==> src/include/filt_pkg.sv <==
// Purpose: Constants shared by the output filter chain and its sample FIFO.
// Assumes: 32-bit APB data, one aligned word per register.
// Notes:   Every offset, configuration field position, reset value and ratio lives here.
package filt_pkg;

  ////////////////////////////////////////////////////////////////////////////
  // Register map.
  localparam logic [31:0] CFG_ADDR   = 32'h0000_2044;
  localparam logic [31:0] STAT_ADDR  = 32'h0000_2048;
  localparam logic [31:0] CFG_RESET  = 32'h0000_0301;
  localparam logic [31:0] CFG_WMASK  = 32'h0007_ffd1;

  ////////////////////////////////////////////////////////////////////////////
  // Field positions of adc_filter_config.
  localparam int XFORM_OFF_BIT = 18;
  localparam int WAVE_OFF_BIT  = 17;
  localparam int DEC2_OFF_BIT  = 16;
  localparam int AVG_NUM_LSB   = 14;
  localparam int DEC1_LSB      = 12;
  localparam int DEC2_LSB      = 8;
  localparam int AVG_EN_BIT    = 7;
  localparam int BYP1_BIT      = 6;
  localparam int NOTCH_BYP_BIT = 4;
  localparam int RATE_BIT      = 0;

  ////////////////////////////////////////////////////////////////////////////
  // Data widths and depths.
  localparam int SAMPLE_W   = 16;
  localparam int ACC_W      = 20;
  localparam int FIFO_DEPTH = 16;
  localparam int LEVEL_W    = 5;

  ////////////////////////////////////////////////////////////////////////////
  // First decimator ratios, codes 0 to 3.
  localparam logic [2:0] DEC1_R0 = 3'h5;
  localparam logic [2:0] DEC1_R1 = 3'h4;
  localparam logic [2:0] DEC1_R2 = 3'h2;
  localparam logic [2:0] DEC1_R3 = 3'h5;

  ////////////////////////////////////////////////////////////////////////////
  // Second decimator lengths, codes 0 to 11.
  localparam logic [10:0] DEC2_L0  = 11'h016;
  localparam logic [10:0] DEC2_L1  = 11'h02c;
  localparam logic [10:0] DEC2_L2  = 11'h059;
  localparam logic [10:0] DEC2_L3  = 11'h0b2;
  localparam logic [10:0] DEC2_L4  = 11'h10b;
  localparam logic [10:0] DEC2_L5  = 11'h215;
  localparam logic [10:0] DEC2_L6  = 11'h280;
  localparam logic [10:0] DEC2_L7  = 11'h29b;
  localparam logic [10:0] DEC2_L8  = 11'h320;
  localparam logic [10:0] DEC2_L9  = 11'h379;
  localparam logic [10:0] DEC2_L10 = 11'h42b;
  localparam logic [10:0] DEC2_L11 = 11'h535;

endpackage : filt_pkg
==> src/hdl/adc_output_filter_config.sv <==
// Purpose: Filter configuration register and decimation, averaging and
//          clock gating of the converter output stream.
// Assumes: Raw samples come from logic on clk_in; APB slave, no wait states.
// Notes:   The decimators pick one sample per ratio; filter arithmetic is
//          outside this block.
//
// Implementation choice: the APB register port.
`timescale 1ns/1ps

// What this block does
// [RQ1] Three clock-off bits at 18, 17, 16 stop transform, wavegen, second decimator.
// [RQ2] Field 15:14 picks averaging over 2, 4, 8 or 16 samples, reset 00.
// [RQ3] While averaging, the averaged stream automatically feeds the transform engine.
// [RQ4] The sample count acts only while the averaging enable bit is set.
// [RQ5] Field 13:12 picks first decimator ratio 5, 4, 2, 5; reset ratio 5.
// [RQ6] Software picks ratio 4 only at 1.6 MSPS; ratios 2 and 5 suit 800 kSPS.
// [RQ7] Field 11:8 resets to 3; codes 0-6 give 22 to 640 samples.
// [RQ8] Codes 7 to 11 give 667, 800, 889, 1067 and 1333 samples.
// [RQ9] Bit 7 enables averaging into the transform engine; clear disables it.
// [RQ10] Bits 31:19 read as zero and ignore writes.
module adc_output_filter_config (
  // Clock and reset.
  input  wire logic                           clk_in,
  input  wire logic                           rstn_in,
  // APB slave.
  input  wire logic                           psel_in,
  input  wire logic                           penable_in,
  input  wire logic                           pwrite_in,
  input  wire logic [31:0]                    paddr_in,
  input  wire logic [31:0]                    pwdata_in,
  output logic      [31:0]                    prdata_out,
  output logic                                pready_out,
  output logic                                pslverr_out,
  // Raw samples from the converter core.
  input  wire logic                           raw_valid_in,
  input  wire logic [filt_pkg::SAMPLE_W-1:0]  raw_data_in,
  output logic                                raw_ready_out,
  // Second decimator output.
  output logic                                dec2_valid_out,
  output logic      [filt_pkg::SAMPLE_W-1:0]  dec2_data_out,
  // Stream to the transform engine.
  output logic                                dft_valid_out,
  output logic      [filt_pkg::SAMPLE_W-1:0]  dft_data_out,
  input  wire logic                           dft_ready_in,
  // Clock runs: 2 transform, 1 wavegen, 0 second decimator.
  output logic      [2:0]                     clock_run_out,
  // Static settings for neighbouring stages.
  output logic                                rate_fast_out,
  output logic                                first_bypass_out,
  output logic                                notch_bypass_out
);
  import filt_pkg::*;

  ////////////////////////////////////////////////////////////////////////////
  // Decoders.

  // First decimator ratio from its two-bit code.
  function automatic logic [2:0] first_ratio(input logic [1:0] code);
    case (code)
      2'h0:    first_ratio = DEC1_R0;
      2'h1:    first_ratio = DEC1_R1;
      2'h2:    first_ratio = DEC1_R2;
      default: first_ratio = DEC1_R3;
    endcase
  endfunction : first_ratio

  // Second decimator length; unused codes act as the longest length.
  // [RQ8] codes 7 to 11
  function automatic logic [10:0] second_len(input logic [3:0] code);
    case (code)
      4'h0:    second_len = DEC2_L0;
      4'h1:    second_len = DEC2_L1;
      4'h2:    second_len = DEC2_L2;
      4'h3:    second_len = DEC2_L3;
      4'h4:    second_len = DEC2_L4;
      4'h5:    second_len = DEC2_L5;
      4'h6:    second_len = DEC2_L6;
      4'h7:    second_len = DEC2_L7;
      4'h8:    second_len = DEC2_L8;
      4'h9:    second_len = DEC2_L9;
      4'ha:    second_len = DEC2_L10;
      default: second_len = DEC2_L11;
    endcase
  endfunction : second_len

  // Index of the last sample of an averaging run.
  function automatic logic [3:0] avg_last(input logic [1:0] code);
    case (code)
      2'h0:    avg_last = 4'h1;
      2'h1:    avg_last = 4'h3;
      2'h2:    avg_last = 4'h7;
      default: avg_last = 4'hf;
    endcase
  endfunction : avg_last

  ////////////////////////////////////////////////////////////////////////////
  // State.

  typedef struct packed {
    logic [31:0]          cfg;
    logic [31:0]          rdata;
    logic [2:0]           d1_cnt;
    logic [10:0]          d2_cnt;
    logic [SAMPLE_W-1:0]  s2_dat;
    logic                 s2_vld;
    logic [ACC_W-1:0]     acc;
    logic [3:0]           a_cnt;
    logic [SAMPLE_W-1:0]  dft_dat;
    logic                 dft_vld;
  } state_t;

  state_t               q;
  state_t               d;
  logic                 cfg_wr;
  logic                 take;
  logic                 d1_hit;
  logic                 avg_en;
  logic [1:0]           avg_code;
  logic [ACC_W-1:0]     sum_w;
  logic                 f_in_rdy;
  logic [LEVEL_W-1:0]   f_level;

  // [RQ9] averaging enable bit
  assign avg_en   = q.cfg[AVG_EN_BIT];
  assign avg_code = q.cfg[AVG_NUM_LSB+1:AVG_NUM_LSB];

  ////////////////////////////////////////////////////////////////////////////
  // Bus decode. Reads are captured in the setup phase, so the access
  // phase needs no wait state; unknown addresses answer with an error.
  assign cfg_wr      = psel_in & penable_in & pwrite_in & (paddr_in == CFG_ADDR);
  assign pready_out  = 1'b1;
  assign pslverr_out = psel_in & penable_in &
                       (paddr_in != CFG_ADDR) & (paddr_in != STAT_ADDR);
  assign prdata_out  = q.rdata;

  // A sample is taken only if the transform slot can move on.
  assign raw_ready_out = (~q.dft_vld | f_in_rdy) & ~cfg_wr;
  assign take          = raw_valid_in & raw_ready_out;

  ////////////////////////////////////////////////////////////////////////////
  // Next state: register file, decimators, averager.
  always_comb begin
    d      = q;
    d1_hit = 1'b0;
    sum_w  = q.acc + ACC_W'(raw_data_in);
    d.s2_vld = 1'b0;
    if (psel_in & ~penable_in) begin
      if (paddr_in == CFG_ADDR) begin
        d.rdata = q.cfg;
      end else if (paddr_in == STAT_ADDR) begin
        d.rdata = {21'h000000, f_level, f_in_rdy, q.dft_vld, q.a_cnt};
      end else begin
        d.rdata = 32'h0000_0000;
      end
    end
    // The slot empties when the FIFO takes it; a new sample below wins.
    if (q.dft_vld & f_in_rdy) begin
      d.dft_vld = 1'b0;
    end
    if (cfg_wr) begin
      // [RQ10] reserved bits dropped
      d.cfg    = pwdata_in & CFG_WMASK;
      d.d1_cnt = 3'h0;
      d.d2_cnt = 11'h000;
      d.acc    = '0;
      d.a_cnt  = 4'h0;
    end else if (take) begin
      // [RQ5] first decimator ratio
      d1_hit = (q.d1_cnt == first_ratio(q.cfg[DEC1_LSB+1:DEC1_LSB]) - 3'h1);
      d.d1_cnt = d1_hit ? 3'h0 : q.d1_cnt + 3'h1;
    end
    // [RQ7] second decimator length
    if (d1_hit & ~q.cfg[DEC2_OFF_BIT]) begin
      if (q.d2_cnt == second_len(q.cfg[DEC2_LSB+3:DEC2_LSB]) - 11'h001) begin
        d.d2_cnt = 11'h000;
        d.s2_dat = raw_data_in;
        d.s2_vld = 1'b1;
      end else begin
        d.d2_cnt = q.d2_cnt + 11'h001;
      end
    end
    // [RQ3] transform source select
    if (d1_hit & ~q.cfg[XFORM_OFF_BIT]) begin
      // [RQ4] enable gates count
      if (!avg_en) begin
        d.dft_dat = raw_data_in;
        d.dft_vld = 1'b1;
      end else if (q.a_cnt == avg_last(avg_code)) begin
        // [RQ2] averaging length by shift
        // The shift count is widened first so that code 3 shifts by four, not zero.
        d.dft_dat = SAMPLE_W'(sum_w >> (3'(avg_code) + 3'h1));
        d.dft_vld = 1'b1;
        d.acc     = '0;
        d.a_cnt   = 4'h0;
      end else begin
        d.acc   = sum_w;
        d.a_cnt = q.a_cnt + 4'h1;
      end
    end
  end

  // State register; reset loads the configuration power-on image.
  always_ff @(posedge clk_in) begin
    if (!rstn_in) begin
      q     <= '0;
      q.cfg <= CFG_RESET;
    end else begin
      q <= d;
    end
  end

  ////////////////////////////////////////////////////////////////////////////
  // Outputs.

  // [RQ1] clock runs from off bits
  for (genvar i = 0; i < 3; i++) begin : g_clk
    assign clock_run_out[i] = ~q.cfg[DEC2_OFF_BIT+i];
  end

  assign dec2_valid_out   = q.s2_vld;
  assign dec2_data_out    = q.s2_dat;
  assign rate_fast_out    = q.cfg[RATE_BIT];
  assign first_bypass_out = q.cfg[BYP1_BIT];
  assign notch_bypass_out = q.cfg[NOTCH_BYP_BIT];

  // Seventeen-word buffer in front of the transform engine: sixteen in memory plus the read register slot.
  sample_fifo #(
    .W     (SAMPLE_W),
    .DEPTH (FIFO_DEPTH),
    .LW    (LEVEL_W)
  ) u_fifo (
    .clk_in        (clk_in),
    .rstn_in       (rstn_in),
    .in_valid_in   (q.dft_vld),
    .in_data_in    (q.dft_dat),
    .in_ready_out  (f_in_rdy),
    .out_valid_out (dft_valid_out),
    .out_data_out  (dft_data_out),
    .out_ready_in  (dft_ready_in),
    .level_out     (f_level)
  );
endmodule : adc_output_filter_config

==> src/hdl/sample_fifo.sv <==
// Purpose: Sample FIFO between the averaging stage and the transform engine.
// Assumes: Single clock; the drain side may stall at will.
// Notes:   Read data come out of a register that forms one extra slot.
`timescale 1ns/1ps
module sample_fifo #(
  parameter int W     = 16,
  parameter int DEPTH = 16,
  parameter int LW    = 5
) (
  // Clock and reset.
  input  wire logic          clk_in,
  input  wire logic          rstn_in,
  // Filling side.
  input  wire logic          in_valid_in,
  input  wire logic [W-1:0]  in_data_in,
  output logic               in_ready_out,
  // Draining side.
  output logic               out_valid_out,
  output logic [W-1:0]       out_data_out,
  input  wire logic          out_ready_in,
  // Fill level of the memory.
  output logic [LW-1:0]      level_out
);

  localparam int AW = $clog2(DEPTH);

  typedef struct packed {
    logic [AW-1:0] wp;
    logic [AW-1:0] rp;
    logic [LW-1:0] cnt;
    logic [W-1:0]  rdat;
    logic          rvld;
  } fifo_t;

  fifo_t      q;
  fifo_t      d;
  logic [W-1:0] mem [DEPTH];
  logic       push;
  logic       pop;

  ////////////////////////////////////////////////////////////////////////////
  // Pointer and output slot update; a pop refills the slot from memory.
  always_comb begin
    d    = q;
    push = in_valid_in & in_ready_out;
    pop  = (q.cnt != '0) & (~q.rvld | out_ready_in);
    if (out_ready_in) begin
      d.rvld = 1'b0;
    end
    if (pop) begin
      d.rdat = mem[q.rp];
      d.rvld = 1'b1;
      d.rp   = q.rp + 1'b1;
    end
    if (push) begin
      d.wp = q.wp + 1'b1;
    end
    d.cnt = q.cnt + LW'(push) - LW'(pop);
  end

  // State register.
  always_ff @(posedge clk_in) begin
    if (!rstn_in) begin
      q <= '0;
    end else begin
      q <= d;
    end
  end

  // Storage array, written on a push.
  always_ff @(posedge clk_in) begin
    if (push) begin
      mem[q.wp] <= in_data_in;
    end
  end

  // Ready stays honest: low only while the memory is full.
  assign in_ready_out  = (q.cnt != LW'(DEPTH));
  assign out_valid_out = q.rvld;
  assign out_data_out  = q.rdat;
  assign level_out     = q.cnt;

endmodule : sample_fifo

==> config.mk <==
export PLATFORM = sky130hd
export DESIGN_NAME = adc_output_filter_config
export DESIGN_NICKNAME = d
export VERILOG_FILES = /design/src/include/filt_pkg.sv /design/src/hdl/adc_output_filter_config.sv /design/src/hdl/sample_fifo.sv
export SDC_FILE = /design/constraint.sdc
export NUM_CORES = 1
export LEC_CHECK = 0
export ABC_AREA = 1
export BUFFER_PORTS_ARGS = -buffer_cell sky130_fd_sc_hd__buf_4
export CORE_UTILIZATION = 47
export DETAILED_ROUTE_END_ITERATION = 16
export GPL_TIMING_DRIVEN = 0
export PLACE_DENSITY = 0.8
export SLEW_MARGIN = 20
export SYNTH_ARGS = -nofsm -noshare
export SYNTH_HDL_FRONTEND = slang
export SYNTH_SLANG_ARGS = --single-unit
export TNS_END_PERCENT = 20
==> constraint.sdc <==
create_clock -name clk_in -period 2.4 [get_ports clk_in]
set_input_delay 0.48 -clock clk_in [delete_from_list [all_inputs] [get_ports clk_in]]
set_output_delay 0.48 -clock clk_in [all_outputs]
set_load 0.1 [all_outputs]
### Yosys cells after proc, flatten, opt, wreduce, memory -nomap -nowiden

Memories as Yosys holds them, arrays and structs flattened. A register that Yosys moved wholly into a read port is not among the register bits.
Index checks and enable logic that the tools add are counted.

* register bits after elaboration: 133
* bits in writable memories: 256
* bits in read-only memories: 176
* input bits: 87
* output and inout bits: 75
* word-level logic and storage cells: 101
* memories kept: 2

Memories
* u_fifo.mem: depth 16, width 16, rd ports 1, clocked after memory_dff 1, wr ports 1, line sample_fifo.sv:37 `logic [W-1:0] mem [DEPTH];`
* (no name shown): depth 16, width 11, rd ports 1, clocked after memory_dff 1, wr ports 0, line adc_output_filter_config.sv:70 `case (code)`

* add/subtract/negate cells: 11
* eq/ne operators: 13
* shift operators: 1
* muxes and demuxes: 29
* bitwise operators: 22
* reduce and logical (&&, ||, !) cells: 9

Operator list (count)
* $mux W24: 3
* $eq A32 B14 Y1 const B: 2
* $ne A32 B14 Y1 const B: 2
* $mux W17: 3
* $mux W11: 4
* $mux W41: 1
* $mux W28: 1
* $add A20 B16 Y20: 1
* $shr A20 B3 Y16: 1
* $mux W19: 1
* $mux W4: 4
* $add A4 B1 Y4 const B: 3
* $and A1 B1 Y1: 12
* $pmux W4 S3: 1
* $add A11 B1 Y11 const B: 1
* $eq A11 B11 Y1: 1
* $sub A11 B1 Y11 const B: 1
* $mux W3: 3
* $not A1 Y1: 8
* $mux W1: 7
* $pmux W3 S2: 1
* $reduce_and A2 Y1: 3
* $add A5 B1 Y5: 1
* $ne A5 B5 Y1 const B: 1
* other kinds (15): 19

### Logic depth before layout (Yosys ltp)

Gate-level depths: netlist of run 1.

* word-level depth: 18
* mapped depth: 16
* depth with buffers taken out: 16

### Hierarchy

A second synthesis of run 1 with hierarchy kept.

* cells, all modules: 2410
* area total of the unflattened synthesis: 19931.6 um^2

Modules (own cells, without submodules)
* sample_fifo: times used 1, cells an instance 1222, area each 12315.6 um^2, sequential area each 8287.9 um^2
* adc_output_filter_config: times used 1, cells an instance 1188, area each 7616.1 um^2, sequential area each 2342.2 um^2

### Worst setup path before layout of run 1

No wires, ideal clock.

* path kind: input-to-output
* from: input paddr_in[13]
* to: output pslverr_out
* arrival: 2.907 ns
* required time: 1.920 ns
* path slack: -0.987 ns
* stages: 7
* path buffers: 0
* cells stage by stage: inv_1 nor2_1 nand2_1 nor2_1 nand2_2 nor2_8 nor3_1

* longest elaborated chain between the ends: 3

Ends and longest elaborated chain
* from (decl): line adc_output_filter_config.sv:29 `input wire logic [31:0] paddr_in,`
* $ne A32 B14 Y1: line adc_output_filter_config.sv:133 `(paddr_in != CFG_ADDR) & (paddr_in != STAT_ADDR);`
* $and A1 B1 Y1: line adc_output_filter_config.sv:132 `assign pslverr_out = psel_in & penable_in &`
* $and A1 B1 Y1 *: line adc_output_filter_config.sv:133
* to (decl): line adc_output_filter_config.sv:33 `output logic pslverr_out,`

Every way passes the cells marked *; elsewhere a longest branch is shown, timed or not.

==> metrics.yaml, run 1 <==
worst_setup_path:
  critPathMaxStageDelay_ns: 0.47
  cp.arrival_ns: 2.95
  crit_slowest_cell: "clkbuf_1"
  cp.required_ns: 2.84
  reg2reg_depth: 7
  end_kind: "register"
  crit_path_start_kind: "register"
  path_cells: "clkbuf_1 > clkinvlp_4 > clkbuf_1 > o211ai_1 > nand3_1 > o211ai_1 > inv_1"
  critPathKind: "reg -> reg"
  critPathMaxFanout: 10
  r2r_slack_ns: -0.11
synthesis:
  synthFlopType: "edfxtp_1"
  syn-cell-area_um2: 18800
  synth_edf_count: 256
  syn_avg_cell_area_um2: 9.28
  yosys_warnings: 0
  syn_inst: 2021
  synthDistinctLibCells: 46
  synth-seq-cells: 403
  synthArstFlopShare: 0
  yosysSeqAreaShare: 0.567
route:
  via_per_inst: 5.78
  vias: 16056
  wl_um: 56000
  drt_first_pass_iters: 6
  wire_per_inst_um: 20.2
  drc: 0
  drt_iter0_drc: 1884
  ant_nets: 0
hold_path:
  whs_path_depth: 3
  hp-class: "in -> reg"
die:
  row_count: 72
  ios: 162
  fp.coreArea_um2: 39000
  die_x_um: 202
  die-area_um2: 40700
  die_y_um: 202
  initial_core_util: 0.481
place:
  place_ws_ns: -0.753
  hpwl_um: 39200
  io_buffers: 130
  gp_congestion: 0.961
timing:
  setup_viol: 2
  fmax_mhz: 399
  setup_ws_ns: -0.105
  finalCritPeriodShare: 1.04
  setup_tns_ns: -0.135
  period_needed_ns: 2.51
  hold_viol: 0
  holdWs_ns: 0.144
  rsz0062_at_grt: "yes"
  report.final.slew_viol_count: 0
  worst-slew-pin-transition_ns: 0.942
  slew_headroom: 0.371
  fin_skew_ns: 0.0127
cells_and_area:
  areaGrowthSynthToFinish_pct: 18.8
  nets: 2355
  seq_area_um2: 10600
  multiInputGateArea_um2: 6820
  layout-drive-gt1-share: 0.172
  diodes: 0
  fin_util: 0.571
  n_fill_cell: 3272
clocking:
  clkTransAtPathRegs_ns: 0.07
  cts-root-buf: "clkbuf_16"
  h-tree-depth: 2
  tritoncts: "yes"
  numCtsBuffers: 41
  cts.sinks: 403
  clockBufferDepth: 3
  clk_latency_ns: 0.56
grt:
  grt_usage: 0.272
  first_global_vias: 15611
  grt_pass1_wl_um: 85500
  grt_max_degree: 18
  grt_overflow: 0
  antenna_found_initial: 0
run_status:
  status: "finished, violations left"
  violations: "negative setup slack"
run:
  cap_violations: 0
power:
  power_density_nw_per_um2: 892
  p_leak_nw: 8.92
  vdd_drop_max_v: 0.000693
[path summary, 6_finish.rpt]
kind,start,to
setup / recovery,u_fifo.q[25],u_fifo.out_data_out[5]
hold / removal,pwdata_in[0],rate_fast_out
setup reg to reg,u_fifo.q[25],u_fifo.out_data_out[5]
hold reg to reg,q[25],q[25]
[layer usage]
metal	routed length, um	track usage	up-vias
met1	21400	0.345	7575
met5	0	0	-
met2	26300	0.452	1000
met4	2450	0.119	0
li1	-	-	7296
met3	5920	0.0513	185
[where the power goes]
part,internal [mW],switching [mW]
logic,1.59,4.19
clock network,3.68,2.73
registers,7.52,0.165
[critical path: cells and delay by family, from the launching register on]
family | cells | cell delay (ns)
flops | 1 | 0.31
simple gates | 1 | 0.24
buf+inv | 4 | 1.39
compound gates | 2 | 0.45
[stage by stage]
stage          power, mW  instances  cell area (um^2)
2_1_floorplan       11.4       2033             18800
3_3_place_gp        12.9       2681             20400
3_5_place_dp        13.0       2694             20700
4_1_cts             19.6       2778             22200
5_1_grt             20.5       2779             22300
6_report            19.9       2779             22300
[synthesized netlist by cell type, drive strengths merged, types with 8 or more instances]
| library cell | number | area share |
|---|---|---|
| a21oi | 91 | 0.024 |
| buf | 93 | 0.034 |
| clkbuf | 68 | 0.014 |
| dfxtp | 147 | 0.16 |
| edfxtp | 256 | 0.41 |
| ha | 38 | 0.025 |
| inv | 171 | 0.034 |
| nand2 | 292 | 0.060 |
| nand3 | 195 | 0.052 |
| nand3b | 8 | 0.0032 |
| nand4 | 8 | 0.0030 |
| nor2 | 290 | 0.060 |
| nor3 | 10 | 0.0027 |
| o211ai | 49 | 0.021 |
| o21ai | 188 | 0.050 |
| o221ai | 46 | 0.021 |
| o22ai | 19 | 0.0063 |
| xnor2 | 10 | 0.0047 |
| xor2 | 16 | 0.0075 |
[sequential cells by signal (all words and copies together) (netlist names), 2 cells and up, named ones only]
| name | flops |
|---|---|
| u_fifo.mem | 256 |
| q | 64 |
| prdata_out | 19 |
| dec2_data_out | 16 |
| u_fifo.out_data_out | 16 |
| u_fifo.q | 8 |
| u_fifo.level_out | 5 |
| avg_code | 2 |
[repair_timing]
action,CTS,global route
setup buffers,9,2
gates resized for setup,32,47
setup endpoints to repair,71,97
pin swaps,8,7
hold buffers,0,0
[placed cells by master (no fill, tap or decap), drive strengths merged, types with 19 or more instances in the layout]
master and instances:
o21ai 188, buf 248, ha 38, o211ai 49, nor2 290, inv 175, nand3 195, nand2 292
o22ai 19, clkbuf 118, a21oi 91, clkinv 20, dfxtp 147, edfxtp 256, o221ai 46
[logic make-up (layout without fill, tap and decap cells)]
| family | after synthesis | after routing | synth area share |
|---|---|---|---|
| mux | 1 | 1 | 0.000534 |
| simple gates | 814 | 814 | 0.185 |
| buf+inv | 338 | 566 | 0.0831 |
| xor+xnor | 26 | 26 | 0.0121 |
| fa+ha+maj | 40 | 40 | 0.0275 |
| flops | 403 | 403 | 0.567 |
| compound gates | 397 | 397 | 0.124 |
| other cells | 2 | 14 | 0.000400 |
[area by class of cell]
cell class / count / share of cell area
buffer: 159 / 0.0410
sequential: 403 / 0.477
tap: 518 / 0.0291
clock inverter: 23 / 0.0106
inverter: 177 / 0.0308
clock buffer: 53 / 0.0490
timing repair buffer: 154 / 0.0561
multi-input combinational: 1292 / 0.306
Power figures use the tool's default switching activity.
==> inputs of run 2 (changes only) <==
--- a/config.mk
+++ b/config.mk
@@ -10,7 +10,7 @@
 export CORE_UTILIZATION = 47
 export DETAILED_ROUTE_END_ITERATION = 16
 export GPL_TIMING_DRIVEN = 0
-export PLACE_DENSITY = 0.8
+export PLACE_DENSITY = 0.68
 export SLEW_MARGIN = 20
 export SYNTH_ARGS = -nofsm -noshare
 export SYNTH_HDL_FRONTEND = slang
==> run 2 against run 1 <==
Net effect:
- the flow now finishes without violations
- die area stayed put
- register-to-register slack improved by 0.17 ns
- global-route usage is 0.42 points higher
- final area is 0.15% higher
- clock skew rose by 0.0077 ns
- clock power rose by 4.2%
- sequential share of layout area decreased by 0.067 points
- fmax rose by 7.4%
- final cell count grew 0.11%
- critical path type is now reg -> out
- highest routed layer is now met5
==> metrics.yaml, run 2 (synthesized netlist as in run 1, its figures left out) <==
cells_and_area:
  layout-drive-gt1-share: 0.173  # +0.00110
  areaGrowthSynthToFinish_pct: 19.0
  final_common_cell: "nand2_1"
  diodes: 0  # unchanged
  nets: 2357  # +0.085%
  regMostFlops: "u_fifo.mem"
  final_cell_mix: "nand2_1, nor2_1, edfxtp_1"
  multiInputGateArea_um2: 6790  # -0.42%
  largest_register_ffs: 256  # unchanged
  seq_area_um2: 10600  # about the same
  fin_util: 0.572  # +0.000866
  n_fill_cell: 3350  # +2.4%
timing:
  fin_skew_ns: 0.0204  # +0.00769 ns
  setup_tns_ns: 0  # +0.135 ns
  rsz0062_at_grt: "yes"
  setup_viol: 0  # -2
  worst-slew-pin-transition_ns: 0.937  # -0.00576 ns
  report.final.slew_viol_count: 0  # unchanged
  finalCritPeriodShare: 0.972  # -0.0716
  slew_headroom: 0.375  # +0.00384
  period_needed_ns: 2.33  # -0.172 ns
  fmax_mhz: 429  # +7.4%
  hold_viol: 0  # unchanged
worst_setup_path:
  critical_path_buf_inv_count: 2  # -2
  critPathKind: "reg -> out"
  critPathMaxFanout: 3  # -7
  critical-path-top-delay-family: "simple AND/OR/NAND/NOR gates"
  r2r_slack_ns: 0.07  # +0.17 ns
  crit_slowest_cell: "dfxtp_2"
  crit_path_start_kind: "register"
  r2r-start: "u_fifo.level_out[3]"
  path_cells: "inv_2 > ha_4 > nand4_1 > nor2_1 > nor2_2 > buf_6"
  cp.arrival_ns: 1.85  # -1.10 ns
  crit_start: "u_fifo.level_out[2]"
  cp.required_ns: 1.92  # -0.92 ns
  critPathMaxStageDelay_ns: 0.33  # -0.14 ns
  end_kind: "output port"
grt:
  grt_max_degree: 18  # unchanged
  grt_overflow: 0  # unchanged
  grt_usage: 0.276  # +0.00416
  first_global_vias: 15054  # -3.6%
  antenna_found_initial: 2  # +2
  grt_pass1_wl_um: 85200  # -0.44%
route:
  via_per_inst: 5.59  # -3.3%
  wl_um: 55800  # -0.51%
  vias: 15550  # -3.2%
  drc: 0  # unchanged
  drt_iter0_drc: 1476  # -22%
  wire_per_inst_um: 20.0  # -0.61%
  ant_nets: 0  # unchanged
  drt_first_pass_iters: 8  # +2
clocking:
  clockBufferDepth: 3  # unchanged
  h-tree-depth: 2  # unchanged
  clk_latency_ns: 0.60  # +0.04 ns
  clkTransAtPathRegs_ns: 0.06  # about the same
  tritoncts: "yes"
  cts-root-buf: "clkbuf_16"
  numCtsBuffers: 43  # +4.9%
  cts.hold.buffers_added: 0  # unchanged
  cts.sinks: 403  # unchanged
power:
  p_leak_nw: 8.94  # +0.28%
  swShare: 0.359  # +0.00220
  clockPowerShare: 0.331  # +0.009
  vdd_drop_max_v: 0.000703  # +1.5%
  p_sw_mw: 7.25  # +2.3%
  power_frac_seq: 0.381  # -0.006
  p_comb_frac: 0.289  # -0.002
  power_density_nw_per_um2: 905  # +1.5%
  power.internal_mw: 13.0  # +1.3%
place:
  gp_congestion: 0.931  # -3.1%
  hpwl_um: 39600  # +1.1%
  io_buffers: 130  # unchanged
die:
  fp.coreArea_um2: 39000  # unchanged
  die_y_um: 202  # unchanged
  die_x_um: 202  # unchanged
  row_count: 72  # unchanged
  initial_core_util: 0.481  # unchanged
  die-area_um2: 40700  # unchanged
  ios: 162  # unchanged
hold_path:
  min_from: "pwdata_in[0]"
  hp-class: "in -> reg"
run:
  cap_violations: 0  # unchanged
run_status:
  status: "finished, final reports clean"
run 2: cell count changes in the layout (fill, tap and decap cells not counted), sizes merged:
cell      change
inv           -1
clkinvlp      +3
clkbuf        +1
run 2: final timing paths:
check        cells after the start                 to
max                              6      raw_ready_out
min                              3      rate_fast_out
max reg2reg                      8  u_fifo.mem[11][6]
min reg2reg                      2     prdata_out[18]
run 2: final cells by class:
cell class | instances | area share
buffer | 158 | 0.0410
tap | 518 | 0.0290
timing repair buffer | 155 | 0.0560
clock inverter | 25 | 0.0117
multi-input combinational | 1292 | 0.304
inverter | 177 | 0.0303
sequential | 403 | 0.477
clock buffer | 54 | 0.0510
run 2: metal layers:
metal	up-vias	wire (um)	track usage
met5	-	24	0
li1	7303	-	-
met4	4	1820	0.0971
met1	7374	22600	0.358
met2	746	25500	0.444
met3	123	5870	0.0750
run 2: stage by stage:
step	hold slack [ns]	setup WS (ns)	cell area (um^2)	power [mW]	std cells
detailed placement	0.459	-0.579	20700	13.2	2696
floorplan	0.441	-0.0977	18800	11.4	2033
finish	0.102	0.0666	22300	20.2	2782
CTS	0.0913	-0.0559	22200	20.0	2781
global placement	0.453	-0.663	20400	13.1	2681
global route	0.110	-0.0542	22300	20.9	2782
run 2: what timing repair did:
action,4_1_cts,5_1_grt
setup buffers,6,4
pin swaps,5,9
endpoints found under the setup margin,52,75
resized for setup,29,49
gates cloned,0,0
run 2: power by group through the flow:
stage	Sequential (mW)	Combinational [mW]	Clock (mW)
after floorplan	7.80	3.60	0
after global placement	7.82	5.30	0
after detailed placement	7.83	5.37	0
after CTS	7.69	5.58	6.76
after global routing	7.72	6.14	7.04
final	7.70	5.83	6.68
run 2: tightest hold or removal path, cell delays in order:
cell	delay (ns)
buf_4	0.08
nand2_1	0.04
nand3_1	0.06
